## src/logic/pcc_pkg.sv

```systemverilog
// Operation
// - Advertise max payload; size retry buffer accordingly
// - 25-bit parameter fills device capabilities 27:3
// - Relaxed ordering only sets capability bit
// - Advertise configured maximum link width
// - 5-bit parameter fills device capabilities 2 4:0
// - MSI structure present only when enabled
// - Advertise requested MSIs; output granted count
// - AER capability present only when enabled
// - AER capability version fixed at one
package pcc_pkg;
   // -----------------------------
   // Register offsets (byte address)
   // -----------------------------
   localparam logic [7:0] OFS_DEVCAP = 8'h00;
   localparam logic [7:0] OFS_DEVCTL = 8'h04;
   localparam logic [7:0] OFS_LINKCAP = 8'h08;
   localparam logic [7:0] OFS_DEVCAP2 = 8'h0c;
   localparam logic [7:0] OFS_MSI = 8'h10;
   localparam logic [7:0] OFS_AER = 8'h14;
   localparam logic [7:0] OFS_RETRY = 8'h18;
   localparam logic [7:0] OFS_STATUS = 8'h1c;
   localparam logic [7:0] OFS_MASK = 8'h20;
   // -----------------------------
   // Field positions and constants
   // -----------------------------
   localparam int RLX_BIT = 4;
   localparam int LW_LSB = 4;
   localparam int MSI_EN_BIT = 16;
   localparam int MSI_REQ_LSB = 17;
   localparam int MSI_GNT_LSB = 20;
   localparam int AER_VER_LSB = 16;
   localparam logic [7:0] MSI_CAP_ID = 8'h05;
   localparam logic [15:0] AER_CAP_ID = 16'h0001;
   localparam logic [3:0] AER_VERSION = 4'h1;
   localparam int MIN_RETRY_BYTES = 512;
   localparam int PAYLOAD_BASE = 128;
   // Interrupt events
   localparam int EV_GRANT = 0;
   localparam int EV_RO_WRITE = 1;
   localparam int NUM_EV = 2;
   // Bus slave phases
   typedef enum logic [0:0] {PCC_IDLE = 1'b0, PCC_DATA = 1'b1} pcc_phase_type;
endpackage : pcc_pkg

```

## src/logic/pcc_reg_if.sv

```systemverilog
`timescale 1ns/1ps
// Register access strobes between bus slave and register bank
interface pcc_reg_if;
   logic wr;
   logic rd;
   logic [7:0] addr;
   logic [31:0] wdata;
   logic [31:0] rdata;
   modport slave (output wr, output rd, output addr, output wdata, input rdata);
   modport bank (input wr, input rd, input addr, input wdata, output rdata);
endinterface : pcc_reg_if

```

## src/logic/pcc_top.sv

```systemverilog
`timescale 1ns/1ps
module pcc_top
   import pcc_pkg::*;
#(
   parameter int MAX_PAYLOAD_BYTES = 512,
   parameter logic [24:0] DEVCAP_BITS = 25'h000_0000,
   parameter logic RELAXED_ORDER = 1'b1,
   parameter logic [5:0] MAX_LINK_WIDTH = 6'h04,
   parameter logic [4:0] DEVCAP2_BITS = 5'h00,
   parameter logic MSI_ENABLE = 1'b1,
   parameter logic [2:0] MSI_REQ_LOG2 = 3'h0,
   parameter logic AER_ENABLE = 1'b1,
   parameter int BLOCK_RAM_BYTES = 1024
)
(
   // Clock and reset
   input wire logic hclk,
   input wire logic hresetn,
   // AHB-Lite register bus
   input wire logic hsel,
   input wire logic [31:0] haddr,
   input wire logic [1:0] htrans,
   input wire logic hwrite,
   input wire logic [2:0] hsize,
   input wire logic [31:0] hwdata,
   input wire logic hready,
   output logic hreadyout,
   output logic hresp,
   output logic [31:0] hrdata,
   // Interrupt
   output logic irq,
   // User application side
   output logic msi_enable,
   output logic [2:0] msi_granted_count
);
   // -----------------------------
   // Derived build constants
   // -----------------------------
   // Payload code: 128B gives 0, each doubling adds one
   localparam logic [2:0] PAYLOAD_CODE =
      3'($clog2(MAX_PAYLOAD_BYTES) - $clog2(PAYLOAD_BASE));
   // Small payloads still get the smallest retry buffer
   localparam int RETRY_BYTES =
      (MAX_PAYLOAD_BYTES < MIN_RETRY_BYTES) ? MIN_RETRY_BYTES : MAX_PAYLOAD_BYTES;
   localparam int RETRY_BLOCKS = (RETRY_BYTES + BLOCK_RAM_BYTES - 1) / BLOCK_RAM_BYTES;
   // Read-only words, fixed after elaboration
   localparam logic [31:0] DEVCAP_WORD = {4'h0, DEVCAP_BITS, PAYLOAD_CODE};
   localparam logic [31:0] DEVCTL_WORD = 32'(RELAXED_ORDER) << RLX_BIT;
   localparam logic [31:0] LINKCAP_WORD = 32'(MAX_LINK_WIDTH) << LW_LSB;
   localparam logic [31:0] DEVCAP2_WORD = {27'h000_0000, DEVCAP2_BITS};
   localparam logic [31:0] AER_WORD = AER_ENABLE ?
      {12'h000, AER_VERSION, AER_CAP_ID} : 32'h0000_0000;
   localparam logic [31:0] RETRY_WORD = {16'(RETRY_BLOCKS), 16'(RETRY_BYTES)};

   // -----------------------------
   // Elaboration checks
   // -----------------------------
   generate
      if (MAX_PAYLOAD_BYTES < PAYLOAD_BASE || MAX_PAYLOAD_BYTES > 4096 ||
          (MAX_PAYLOAD_BYTES & (MAX_PAYLOAD_BYTES - 1)) != 0)
      begin : g_bad_payload
         $error("max payload must be a power of two, 128 to 4096");
      end
      if (MSI_REQ_LOG2 > 3'h5)
      begin : g_bad_msi
         $error("at most 32 messages may be requested");
      end
      if (BLOCK_RAM_BYTES < 1)
      begin : g_bad_ram
         $error("block ram size must be positive");
      end
   endgenerate

   // -----------------------------
   // Bus slave and interrupt unit
   // -----------------------------
   pcc_reg_if reg_bus ();
   logic [NUM_EV-1:0] events;
   logic [NUM_EV-1:0] ev_status;
   logic [NUM_EV-1:0] ev_mask;

   // AHB-Lite slave, one wait state per access
   pcc_ahb_slave u_slave (
      .hclk(hclk),
      .hresetn(hresetn),
      .hsel(hsel),
      .haddr(haddr),
      .htrans(htrans),
      .hwrite(hwrite),
      .hwdata(hwdata),
      .hready(hready),
      .hreadyout(hreadyout),
      .hresp(hresp),
      .hrdata(hrdata),
      .bus(reg_bus.slave)
   );

   // Sticky events, masked onto one level
   pcc_irq u_irq (
      .hclk(hclk),
      .hresetn(hresetn),
      .event_in(events),
      .status_rd(reg_bus.rd && reg_bus.addr == OFS_STATUS),
      .mask_wr(reg_bus.wr && reg_bus.addr == OFS_MASK),
      .mask_wdata(reg_bus.wdata[NUM_EV-1:0]),
      .status(ev_status),
      .mask(ev_mask),
      .irq(irq)
   );

   // -----------------------------
   // Writable MSI control state
   // -----------------------------
   typedef struct packed {
      logic msi_en;
      logic [2:0] grant;
   } pcc_cfg_state_type;
   pcc_cfg_state_type s;
   pcc_cfg_state_type next_s;

   // Host may grant no more than was requested
   function automatic logic [2:0] clamp_grant(input logic [2:0] req);
      clamp_grant = (req > MSI_REQ_LOG2) ? MSI_REQ_LOG2 : req;
   endfunction : clamp_grant

   logic msi_wr;
   logic ro_wr;
   logic [2:0] wr_grant;
   // Write to the MSI word only counts when MSI is built in
   assign msi_wr = reg_bus.wr && reg_bus.addr == OFS_MSI && MSI_ENABLE;
   assign wr_grant = clamp_grant(reg_bus.wdata[MSI_GNT_LSB +: 3]);
   // Writes to fixed words are dropped but reported
   assign ro_wr = reg_bus.wr && (reg_bus.addr == OFS_DEVCAP ||
      reg_bus.addr == OFS_DEVCTL || reg_bus.addr == OFS_LINKCAP ||
      reg_bus.addr == OFS_DEVCAP2 || reg_bus.addr == OFS_AER ||
      reg_bus.addr == OFS_RETRY);

   // Next-state logic for MSI control
   always_comb
   begin
      next_s = s;
      if (msi_wr)
      begin
         next_s.msi_en = reg_bus.wdata[MSI_EN_BIT];
         next_s.grant = wr_grant;
      end
   end

   // State register
   always_ff @(posedge hclk or negedge hresetn)
   begin
      if (!hresetn)
         s <= '0;
      else
         s <= next_s;
   end

   assign msi_enable = s.msi_en;
   assign msi_granted_count = s.grant;

   // Grant event fires only on a real change
   assign events[EV_GRANT] = msi_wr &&
      (wr_grant != s.grant || reg_bus.wdata[MSI_EN_BIT] != s.msi_en);
   assign events[EV_RO_WRITE] = ro_wr;

   // -----------------------------
   // Read multiplexer
   // -----------------------------
   logic [31:0] msi_word;
   // MSI word: id, enable, requested, granted; zero when absent
   assign msi_word = MSI_ENABLE ? ({24'h00_0000, MSI_CAP_ID} |
      (32'(s.msi_en) << MSI_EN_BIT) |
      (32'(MSI_REQ_LOG2) << MSI_REQ_LSB) |
      (32'(s.grant) << MSI_GNT_LSB)) : 32'h0000_0000;

   // Address decode; unmapped offsets read zero
   always_comb
   begin
      if (reg_bus.addr == OFS_DEVCAP)
         reg_bus.rdata = DEVCAP_WORD;
      else if (reg_bus.addr == OFS_DEVCTL)
         reg_bus.rdata = DEVCTL_WORD;
      else if (reg_bus.addr == OFS_LINKCAP)
         reg_bus.rdata = LINKCAP_WORD;
      else if (reg_bus.addr == OFS_DEVCAP2)
         reg_bus.rdata = DEVCAP2_WORD;
      else if (reg_bus.addr == OFS_MSI)
         reg_bus.rdata = msi_word;
      else if (reg_bus.addr == OFS_AER)
         reg_bus.rdata = AER_WORD;
      else if (reg_bus.addr == OFS_RETRY)
         reg_bus.rdata = RETRY_WORD;
      else if (reg_bus.addr == OFS_STATUS)
         reg_bus.rdata = 32'(ev_status);
      else if (reg_bus.addr == OFS_MASK)
         reg_bus.rdata = 32'(ev_mask);
      else
         reg_bus.rdata = 32'h0000_0000;
   end
endmodule : pcc_top

```

## src/logic/pcc_ahb_slave.sv

```systemverilog
`timescale 1ns/1ps
module pcc_ahb_slave
   import pcc_pkg::*;
(
   // Clock and reset
   input wire logic hclk,
   input wire logic hresetn,
   // AHB-Lite slave side
   input wire logic hsel,
   input wire logic [31:0] haddr,
   input wire logic [1:0] htrans,
   input wire logic hwrite,
   input wire logic [31:0] hwdata,
   input wire logic hready,
   output logic hreadyout,
   output logic hresp,
   output logic [31:0] hrdata,
   // Register strobes
   pcc_reg_if.slave bus
);
   // -----------------------------
   // State
   // -----------------------------
   typedef struct packed {
      pcc_phase_type phase;
      logic [7:0] addr;
      logic write;
      logic ready;
      logic resp;
      logic [31:0] rdata;
   } pcc_ahb_state_type;
   pcc_ahb_state_type s;
   pcc_ahb_state_type next_s;
   logic taken;
   // Only NONSEQ/SEQ with hready count; size is always a whole word
   assign taken = hsel && htrans[1] && hready;
   // Every access takes one wait state so read data leaves a flop
   always_comb
   begin
      next_s = s;
      case (s.phase)
         PCC_IDLE:
         begin
            if (taken)
            begin
               next_s.phase = PCC_DATA;
               next_s.addr = haddr[7:0];
               next_s.write = hwrite;
               next_s.ready = 1'b0;
            end
         end
         default:
         begin
            next_s.phase = PCC_IDLE;
            next_s.ready = 1'b1;
            next_s.rdata = s.write ? 32'h0000_0000 : bus.rdata;
         end
      endcase
   end
   // State register
   always_ff @(posedge hclk or negedge hresetn)
   begin
      if (!hresetn)
         s <= '{PCC_IDLE, 8'h00, 1'b0, 1'b1, 1'b0, 32'h0000_0000};
      else
         s <= next_s;
   end
   assign bus.wr = (s.phase == PCC_DATA) && s.write;
   assign bus.rd = (s.phase == PCC_DATA) && !s.write;
   assign bus.addr = s.addr;
   assign bus.wdata = hwdata;
   assign hreadyout = s.ready;
   assign hresp = s.resp;
   assign hrdata = s.rdata;
endmodule : pcc_ahb_slave

```

## src/logic/pcc_irq.sv

```systemverilog
`timescale 1ns/1ps
module pcc_irq
   import pcc_pkg::*;
(
   // Clock and reset
   input wire logic hclk,
   input wire logic hresetn,
   // Events and software access
   input wire logic [NUM_EV-1:0] event_in,
   input wire logic status_rd,
   input wire logic mask_wr,
   input wire logic [NUM_EV-1:0] mask_wdata,
   // State out
   output logic [NUM_EV-1:0] status,
   output logic [NUM_EV-1:0] mask,
   output logic irq
);
   typedef struct packed {
      logic [NUM_EV-1:0] status;
      logic [NUM_EV-1:0] mask;
      logic irq;
   } pcc_irq_state_type;
   pcc_irq_state_type s;
   pcc_irq_state_type next_s;
   // Read clears; a fresh event in the same cycle survives
   always_comb
   begin
      next_s = s;
      if (status_rd)
         next_s.status = '0;
      next_s.status = next_s.status | event_in;
      if (mask_wr)
         next_s.mask = mask_wdata;
      next_s.irq = |(next_s.status & next_s.mask);
   end
   // State register
   always_ff @(posedge hclk or negedge hresetn)
   begin
      if (!hresetn)
         s <= '0;
      else
         s <= next_s;
   end
   assign status = s.status;
   assign mask = s.mask;
   assign irq = s.irq;
endmodule : pcc_irq

```

## config.mk

```make
export PLATFORM = sky130hd
export DESIGN_NAME = pcc_top
export DESIGN_NICKNAME = d
export VERILOG_FILES = /design/src/logic/pcc_pkg.sv /design/src/logic/pcc_reg_if.sv /design/src/logic/pcc_top.sv /design/src/logic/pcc_ahb_slave.sv /design/src/logic/pcc_irq.sv
export SDC_FILE = /design/constraint.sdc
export NUM_CORES = 1
export LEC_CHECK = 0
export ABC_AREA = 1
export BUFFER_PORTS_ARGS = -buffer_cell sky130_fd_sc_hd__buf_2
export CORE_AREA = 4 4 86 88
export CTS_CLUSTER_DIAMETER = 40
export CTS_CLUSTER_SIZE = 10
export DETAILED_ROUTE_END_ITERATION = 6
export DIE_AREA = 0 0 90 92
export GPL_TIMING_DRIVEN = 0
export HOLD_SLACK_MARGIN = 0.1
export PLACE_DENSITY = 0.73
export SLEW_MARGIN = 20
export SYNTH_ARGS = -nofsm -noshare
export SYNTH_HDL_FRONTEND = slang
export SYNTH_HIERARCHICAL = 1
export SYNTH_SLANG_ARGS = --single-unit
```

## constraint.sdc

```tcl
create_clock -name hclk -period 1.8 [get_ports hclk]
set_clock_uncertainty 0.15 [all_clocks]
set_input_delay 0.27 -clock hclk [delete_from_list [all_inputs] [get_ports hclk]]
set_output_delay 0.27 -clock hclk [all_outputs]
set_load 0.05 [all_outputs]
```

### Word-level counts from Yosys, hierarchy flattened

Index checks and enable logic that the tools add are counted.

* bits in registers: 52
* word-level logic and storage cells: 61

* magnitude comparators: 1
* equal/unequal tests: 10
* multiplexer cells: 16
* bitwise operators: 4
* reductions and logical operators: 20

Operators by type and width (count)
* $mux 32: 4
* $mux 23: 2
* $mux 17: 2
* $eq 8x5->1 const B: 4
* $or 17x23->23: 1
* $eq 8x4->1 const B: 2
* $mux 11: 1
* $logic_and 1x1->1: 9
* $eq 8x3->1 const B: 1
* $eq 8x6->1 const B: 1
* $logic_not 8->1: 1
* $mux 2: 4
* $logic_or 1x1->1: 6
* $gt 3x1->1 const B: 1
* $mux 3: 1
* $ne 3x3->1: 1
* $and 2x2->2: 1
* $mux 1: 2
* $or 2x2->2: 1
* $reduce_and 2->1: 1
* $reduce_bool 2->1: 1
* $reduce_or 2->1: 1
* $logic_not 1->1: 1
* $ne 1x1->1: 1
* $not 1->1: 1

### Longest topological paths before layout

Gate-level depths: netlist of the first run.

* depth in word-level cells: 11
* depth in mapped cells: 12

### By module

The synthesis of the first run kept the hierarchy.

By module, submodules not included
* pcc_ahb_slave: instances 1, cells an instance 260, area each 2294.7 µm², sequential area each 1077.3 µm²
* pcc_top: instances 1, cells an instance 73, area each 450.4 µm², sequential area each 100.1 µm²
* pcc_irq: instances 1, cells an instance 22, area each 193.9 µm², sequential area each 125.1 µm²

### Worst setup path after synthesis of the first run

OpenSTA, ideal clock, no wires.

* path type: reg-to-reg
* start point: register u_slave.s (netlist bit u_slave/bus.addr[6])
* end point: register u_irq.s (netlist bit u_irq/irq)
* setup time: 0.116 ns
* data arrival time: 1.326 ns
* data required time: 1.534 ns
* slack: 0.208 ns
* stages on the path, launching flop included: 12
* path buffers: 1
* path through: dfrtp_1 -> buf_4 -> inv_1 -> nand2_1 -> nor3_1 -> nand2_1 -> nor2_1 -> inv_1 -> nand2_1 -> nand2_2 -> nand2_1 -> nand2_1

RTL lines
* from (decl): RTL line pcc_ahb_slave.sv:32 `pcc_ahb_state_type s;`
* from (signal assigned): RTL line pcc_ahb_slave.sv:64 `s <= '{PCC_IDLE, 8'h00, 1'b0, 1'b1, 1'b0, 32'h0000_0000};`
* from (signal assigned): RTL line pcc_ahb_slave.sv:66 `s <= next_s;`
* to (signal assigned): RTL line pcc_irq.sv:42 `s <= next_s;`
* to (decl): RTL line pcc_irq.sv:23 `pcc_irq_state_type s;`

==> impl_metrics.py, run 1 <==
metrics = {
    "outcome": {
        "outcome": "finished, final reports clean",
    },
    "placement": {
        "hpwl_um": 3670,
        "placement.io_buffers": 51,
        "gp_congestion": 0.770,
    },
    "grt": {
        "grt_max_degree": 53,
        "antenna_found_initial": 0,
        "grt_pass1_wl_um": 8800,
        "grt_pass1_vias": 1992,
        "grt_overflow": 0,
        "grtUsageTotal_pct": 12.7,
    },
    "final_layout": {
        "n_antenna_cell": 0,
        "areaGrowthSynthToFinish_pct": 25.2,
        "post-route-util_pct": 51.3,
        "drive_gt1_share_pct": 32.5,
        "nNetsFinal": 491,
    },
    "cts": {
        "cts_buffer_depth": 2,
        "h-tree-depth": 2,
        "cts_root_buffer": "clkbuf_8",
        "clk_latency_ns": 0.30,
        "post_cts_buffers": 0,
        "cts_buffers": 5,
        "clk_pin_slew_ns": 0.09,
        "tritoncts": "yes",
        "cts_sinks": 52,
    },
    "yosys": {
        "syn_area_per_cell_sq_um": 8.35,
        "netlist_area_sq_um": 2720,
        "synthCells": 326,
        "yosys_warnings": 6,
    },
    "power_and_ir_drop": {
        "seqPwrFrac_pct": 41.6,
        "p_comb_share_pct": 34.9,
        "p_leak_nw": 1.85,
        "intPower_mw": 2.17,
        "swShare_pct": 36.9,
        "clkPwrFrac_pct": 23.5,
        "p_switching_mw": 1.27,
        "p_per_area_nw_per_um2": 1010,
        "p_total_mw": 3.44,
        "irDropWorstVdd_uv": 394,
    },
    "timing": {
        "finalSetupTns_ns": 0,
        "fmax_mhz": 596,
        "finalCritPeriodShare_pct": 93.2,
        "worst_pin_slew_ns": 0.659,
        "period_minus_slack_ns": 1.68,
        "rsz0062_at_grt": "no",
        "final-hold-violation-count": 0,
        "hold_slack_ns": 0.225,
        "slew_viol_final": 0,
        "final-setup-viol-count": 0,
        "relSlewSlack_pct": 56.1,
    },
    "worst_setup_path": {
        "critPathBufInv": 3,
        "cpPeakStageDelay_ns": 0.39,
        "cp_cell_sequence": "buf_4 -> inv_1 -> nand2_2 -> nor3_2 -> nand2_1 -> nor2_2 -> inv_1 -> nand2_1 -> nand2_2 -> nand2_1 -> nand2_1",
        "critPathTopFamily": "simple AND/OR/NAND/NOR gates",
        "path_common_cell": "nand2_1",
        "worstPathRequired_ns": 1.84,
        "criticalPathCategory": "flip-flop to flip-flop",
        "cp_max_fo": 3,
        "start_kind": "flip-flop",
        "end_kind": "flip-flop",
        "cp_slowest_cell": "dfrtp_1",
        "arrival_ns": 1.72,
    },
    "floorplan": {
        "io_pins": 113,
        "die-area_sq_um": 8280,
        "rows": 30,
        "dieHeight_um": 92,
        "initial_core_util_pct": 41.0,
        "core-area_sq_um": 6640,
        "die_x_um": 90,
    },
    "flow_run": {
        "maxCapViolations": 0,
    },
    "hold_path": {
        "hp-class": "input pin to flip-flop",
    },
    "routing": {
        "post_drt_wl_per_cell_um": 9.85,
        "ant_nets": 0,
        "drt_iter0_drc": 49,
        "firstDrtPassIters": 4,
        "drc": 0,
        "wl_um": 4900,
        "routed_via_density": 4.08,
        "vias": 2034,
    },
}
[cells in the final DEF (no fill, tap or decap), types with 5 or more instances in the layout]
master         instances
buf_2                 50
o21ai_0               23
inv_1                 53
clkbuf_8               5
conb_1                23
nand3_1               17
nand2_1               72
o21ai_1                9
dfrtp_1               51
nor2_1                13
nand2_2                8
buf_4                 45
dlygate4sd3_1         13
[area by class of cell]
cell class | instances | area, sq um
sequential | 52 | 1300
tap | 80 | 100
fill | 644 | 3240
inverter | 57 | 220
buffer | 50 | 385
multi-input combinational | 187 | 900
clock buffer | 6 | 72.6
timing repair buffer | 64 | 388
clock inverter | 2 | 38.8
[timing repair]
action | 4_1_cts | 5_1_grt
hold buffers | 13 | 0
setup endpoints to repair | 0 | 2
resized for setup | 0 | 5
endpoints found under the hold margin | 63 | 0
[worst paths after layout]
check                      cells past startpoint  slack, ns                start             endpoint
max in group asynchronous                      2       0.68              hresetn   u_slave/hrdata[30]
min in group asynchronous                      2       0.37              hresetn   u_slave/hrdata[31]
max reg2reg                                   11       0.12  u_slave/bus.addr[6]            u_irq/irq
min reg2reg                                    2       0.33  u_slave/bus.addr[7]  u_slave/bus.addr[7]
min                                            5       0.22                 hsel  u_slave/bus.addr[4]
max                                           11       0.12  u_slave/bus.addr[6]            u_irq/irq
[power by group through the flow]
stage,sequential (mW),clock (mW),combinational [mW]
finish,1.43,0.807,1.20
detailed placement,1.46,0,1.18
global route,1.46,0.876,1.31
floorplan,1.47,0,0.939
global placement,1.45,0,1.16
CTS,1.43,0.835,1.21
[worst min-delay path: cells and delay by family]
family | cells | cell delay [ns]
buffers and inverters | 2 | 0.18
and+or+nand+nor | 3 | 0.20
[stage by stage]
| stage | instances | setup WS, ns | cell area [sq um] |
|---|---|---|---|
| 2_1_floorplan | 347 | 0.208 | 2800 |
| 5_1_grt | 498 | 0.00683 | 3410 |
| 4_1_cts | 499 | 0.000733 | 3400 |
| 6_report | 498 | 0.123 | 3410 |
| 3_3_place_gp | 478 | 0.0596 | 3160 |
| 3_5_place_dp | 478 | 0.0260 | 3160 |
[sequential cells by signal, indices dropped and copies added, names as in the netlist]
register,flops
msi_enable,1
msi_granted_count,3
u_irq/irq,1
u_irq/mask,2
u_irq/status,2
u_slave/bus.addr,8
u_slave/hrdata,32
u_slave/hreadyout,1
u_slave/s,2
[metal layers]
layer  vias to the layer above  wire length (um)  track usage (%)  part of all wire, %
li1                       1100                 -                -                    -
met1                       890              2350             17.0                   48
met2                        40              2280             20.8                   47
met3                         4               227             2.87                  4.6
met4                         0                41             3.83                 0.84
met5                         -                 0                0                    0
Power figures use the tool's default switching activity.
==> inputs of run 2 (changes only) <==
--- a/config.mk
+++ b/config.mk
@@ -7,14 +7,14 @@
 export LEC_CHECK = 0
 export ABC_AREA = 1
 export BUFFER_PORTS_ARGS = -buffer_cell sky130_fd_sc_hd__buf_2
-export CORE_AREA = 4 4 86 88
+export CORE_AREA = 4 4 82 84
 export CTS_CLUSTER_DIAMETER = 40
 export CTS_CLUSTER_SIZE = 10
 export DETAILED_ROUTE_END_ITERATION = 6
-export DIE_AREA = 0 0 90 92
+export DIE_AREA = 0 0 86 88
 export GPL_TIMING_DRIVEN = 0
 export HOLD_SLACK_MARGIN = 0.1
-export PLACE_DENSITY = 0.73
+export PLACE_DENSITY = 0.8
 export SLEW_MARGIN = 20
 export SYNTH_ARGS = -nofsm -noshare
 export SYNTH_HDL_FRONTEND = slang
==> impl_metrics.py, run 2 (synthesis gave the netlist of run 1 again) <==
metrics = {
    "final_layout": {
        "fillerInstances": 562,
        "multi_input_area_sq_um": 908,
        "largest_reg_flops": 32,
        "final-seq-area_sq_um": 1300,
        "final_cell_mix": "nand2_1, dfrtp_1, buf_2",
        "n_antenna_cell": 0,
        "layout_commonest_cell": "nand2_1",
        "areaGrowthSynthToFinish_pct": 25.1,
        "nNetsFinal": 493,
        "drive_gt1_share_pct": 33.8,
    },
    "cts": {
        "cts_buffer_depth": 2,
        "clk_pin_slew_ns": 0.09,
        "tritoncts": "yes",
        "clk_latency_ns": 0.30,
        "cts_buffers": 5,
        "cts_sinks": 52,
        "cts_root_buffer": "clkbuf_8",
        "h-tree-depth": 2,
    },
    "grt": {
        "grt_pass1_vias": 1991,
        "antenna_found_initial": 0,
        "grt_overflow": 0,
        "grt_max_degree": 53,
        "grtUsageTotal_pct": 14.2,
        "grt_pass1_wl_um": 8570,
    },
    "worst_setup_path": {
        "cp_max_fo": 3,
        "cpPeakStageDelay_ns": 0.38,
        "reg2reg_depth": 11,
        "critPathTopFamily": "simple AND/OR/NAND/NOR gates",
        "critPathBufInv": 3,
        "criticalPathCategory": "flip-flop to flip-flop",
        "start_kind": "flip-flop",
        "end_kind": "flip-flop",
        "cp_slowest_cell": "dfrtp_1",
        "reg2reg_setup_slack_ns": 0.08,
        "r2r-end": "u_irq/irq",
        "path_common_cell": "nand2_1",
        "cp_cell_sequence": "buf_4 -> inv_2 -> nand2_4 -> nor3_4 -> nand2_1 -> nor2_2 -> buf_4 -> nand2_1 -> nand2_2 -> nand2_1 -> nand2_1",
        "r2r_start": "u_slave/bus.addr[7]",
        "worstPathRequired_ns": 1.90,
        "arrival_ns": 1.81,
    },
    "floorplan": {
        "rows": 28,
        "initial_core_util_pct": 46.0,
        "io_pins": 113,
        "die-area_sq_um": 7570,
        "dieHeight_um": 88,
        "die_x_um": 86,
        "core-area_sq_um": 5920,
    },
    "power_and_ir_drop": {
        "p_leak_nw": 1.86,
        "p_per_area_nw_per_um2": 980,
        "irDropWorstVdd_uv": 482,
    },
    "hold_path": {
        "worstHoldPathCells": 5,
        "hold_path_end": "u_slave/bus.addr[6]",
        "min_from": "hsel",
        "hp-class": "input pin to flip-flop",
    },
    "routing": {
        "post_drt_wl_per_cell_um": 10.3,
        "wl_um": 5110,
        "drt_iter0_drc": 83,
        "routed_via_density": 4.26,
        "drc": 0,
        "ant_nets": 0,
        "firstDrtPassIters": 4,
        "vias": 2109,
    },
    "timing": {
        "finalCritPeriodShare_pct": 95.3,
        "period_minus_slack_ns": 1.72,
        "worst_pin_slew_ns": 0.648,
        "finalSetupTns_ns": 0,
        "fmax_mhz": 583,
        "final-hold-violation-count": 0,
        "final-setup-viol-count": 0,
        "slew_viol_final": 0,
        "hold_slack_ns": 0.237,
        "relSlewSlack_pct": 56.8,
    },
    "placement": {
        "hpwl_um": 3600,
        "placement.io_buffers": 51,
        "gp_congestion": 0.748,
    },
    "outcome": {
        "outcome": "finished, final reports clean",
    },
    "flow_run": {
        "maxCapViolations": 0,
    },
}
run 2: how the worst max path moves through the flow:
| stage | slack, ns | to | cells after the start | startpoint |
|---|---|---|---|---|
| 3_3_place_gp | 0.07 | u_irq/irq | 11 | u_slave/s[43] |
| 5_1_grt | -0.03 | u_irq/irq | 11 | u_slave/bus.addr[7] |
| 3_5_place_dp | -0.07 | u_irq/irq | 11 | u_slave/bus.addr[6] |
| 6_report | 0.08 | u_irq/irq | 11 | u_slave/bus.addr[7] |
| 2_1_floorplan | 0.21 | u_irq/irq | 11 | u_slave/bus.addr[6] |
| 4_1_cts | 0.01 | u_irq/irq | 11 | u_slave/bus.addr[6] |
run 2: layer usage:
layer  part of all wire (%)  vias to the layer above  track usage [%]
met5                      0                        -                0
met4                    1.9                        0             5.18
met3                    5.2                        8             2.63
met2                     51                       62             25.6
met1                     42                      942             16.8
li1                       -                     1097                -
run 2: what timing repair did:
action                                  4_1_cts  5_1_grt
pin swaps                                     0        4
endpoints found under the hold margin        63        0
hold buffers                                 13        0
gates resized for setup                       1        9
endpoints found under the setup margin        1        3
cloned                                        0        0
buffers inserted                              0        2
run 2: report_power, final:
group	switching, mW	internal, mW	total, mW
Sequential	0.0913	1.34	1.43
Clock	0.363	0.307	0.670
Combinational	0.817	0.418	1.23
run 2: worst register-to-register path, delay by kind of cell (launching register included):
family / cells / cell delay [ns]
buf+inv: 3 / 0.35
flops: 1 / 0.38
simple gates: 8 / 0.77
run 2: stage by stage:
| step | utilization (%) | power (mW) | std cells | worst slack [ns] | area, sq um |
|---|---|---|---|---|---|
| finish | 57.5 | 3.34 | 495 | 0.0843 | 3410 |
| global route | 57.5 | 3.53 | 495 | -0.0286 | 3410 |
| CTS | 57.0 | 3.34 | 493 | 0.0127 | 3370 |
| detailed placement | 53.2 | 2.64 | 473 | -0.0741 | 3150 |
| global placement | 53.2 | 2.61 | 473 | 0.0685 | 3150 |
| floorplan | - | 2.41 | 347 | 0.208 | 2800 |
run 2: cell type report:
class	instances	area share, %
buffer	50	11.3
clock buffer	6	2.42
clock inverter	2	0.294
inverter	57	6.47
multi-input combinational	187	26.7
sequential	52	38.2
tap	75	2.76
timing repair buffer	66	11.8
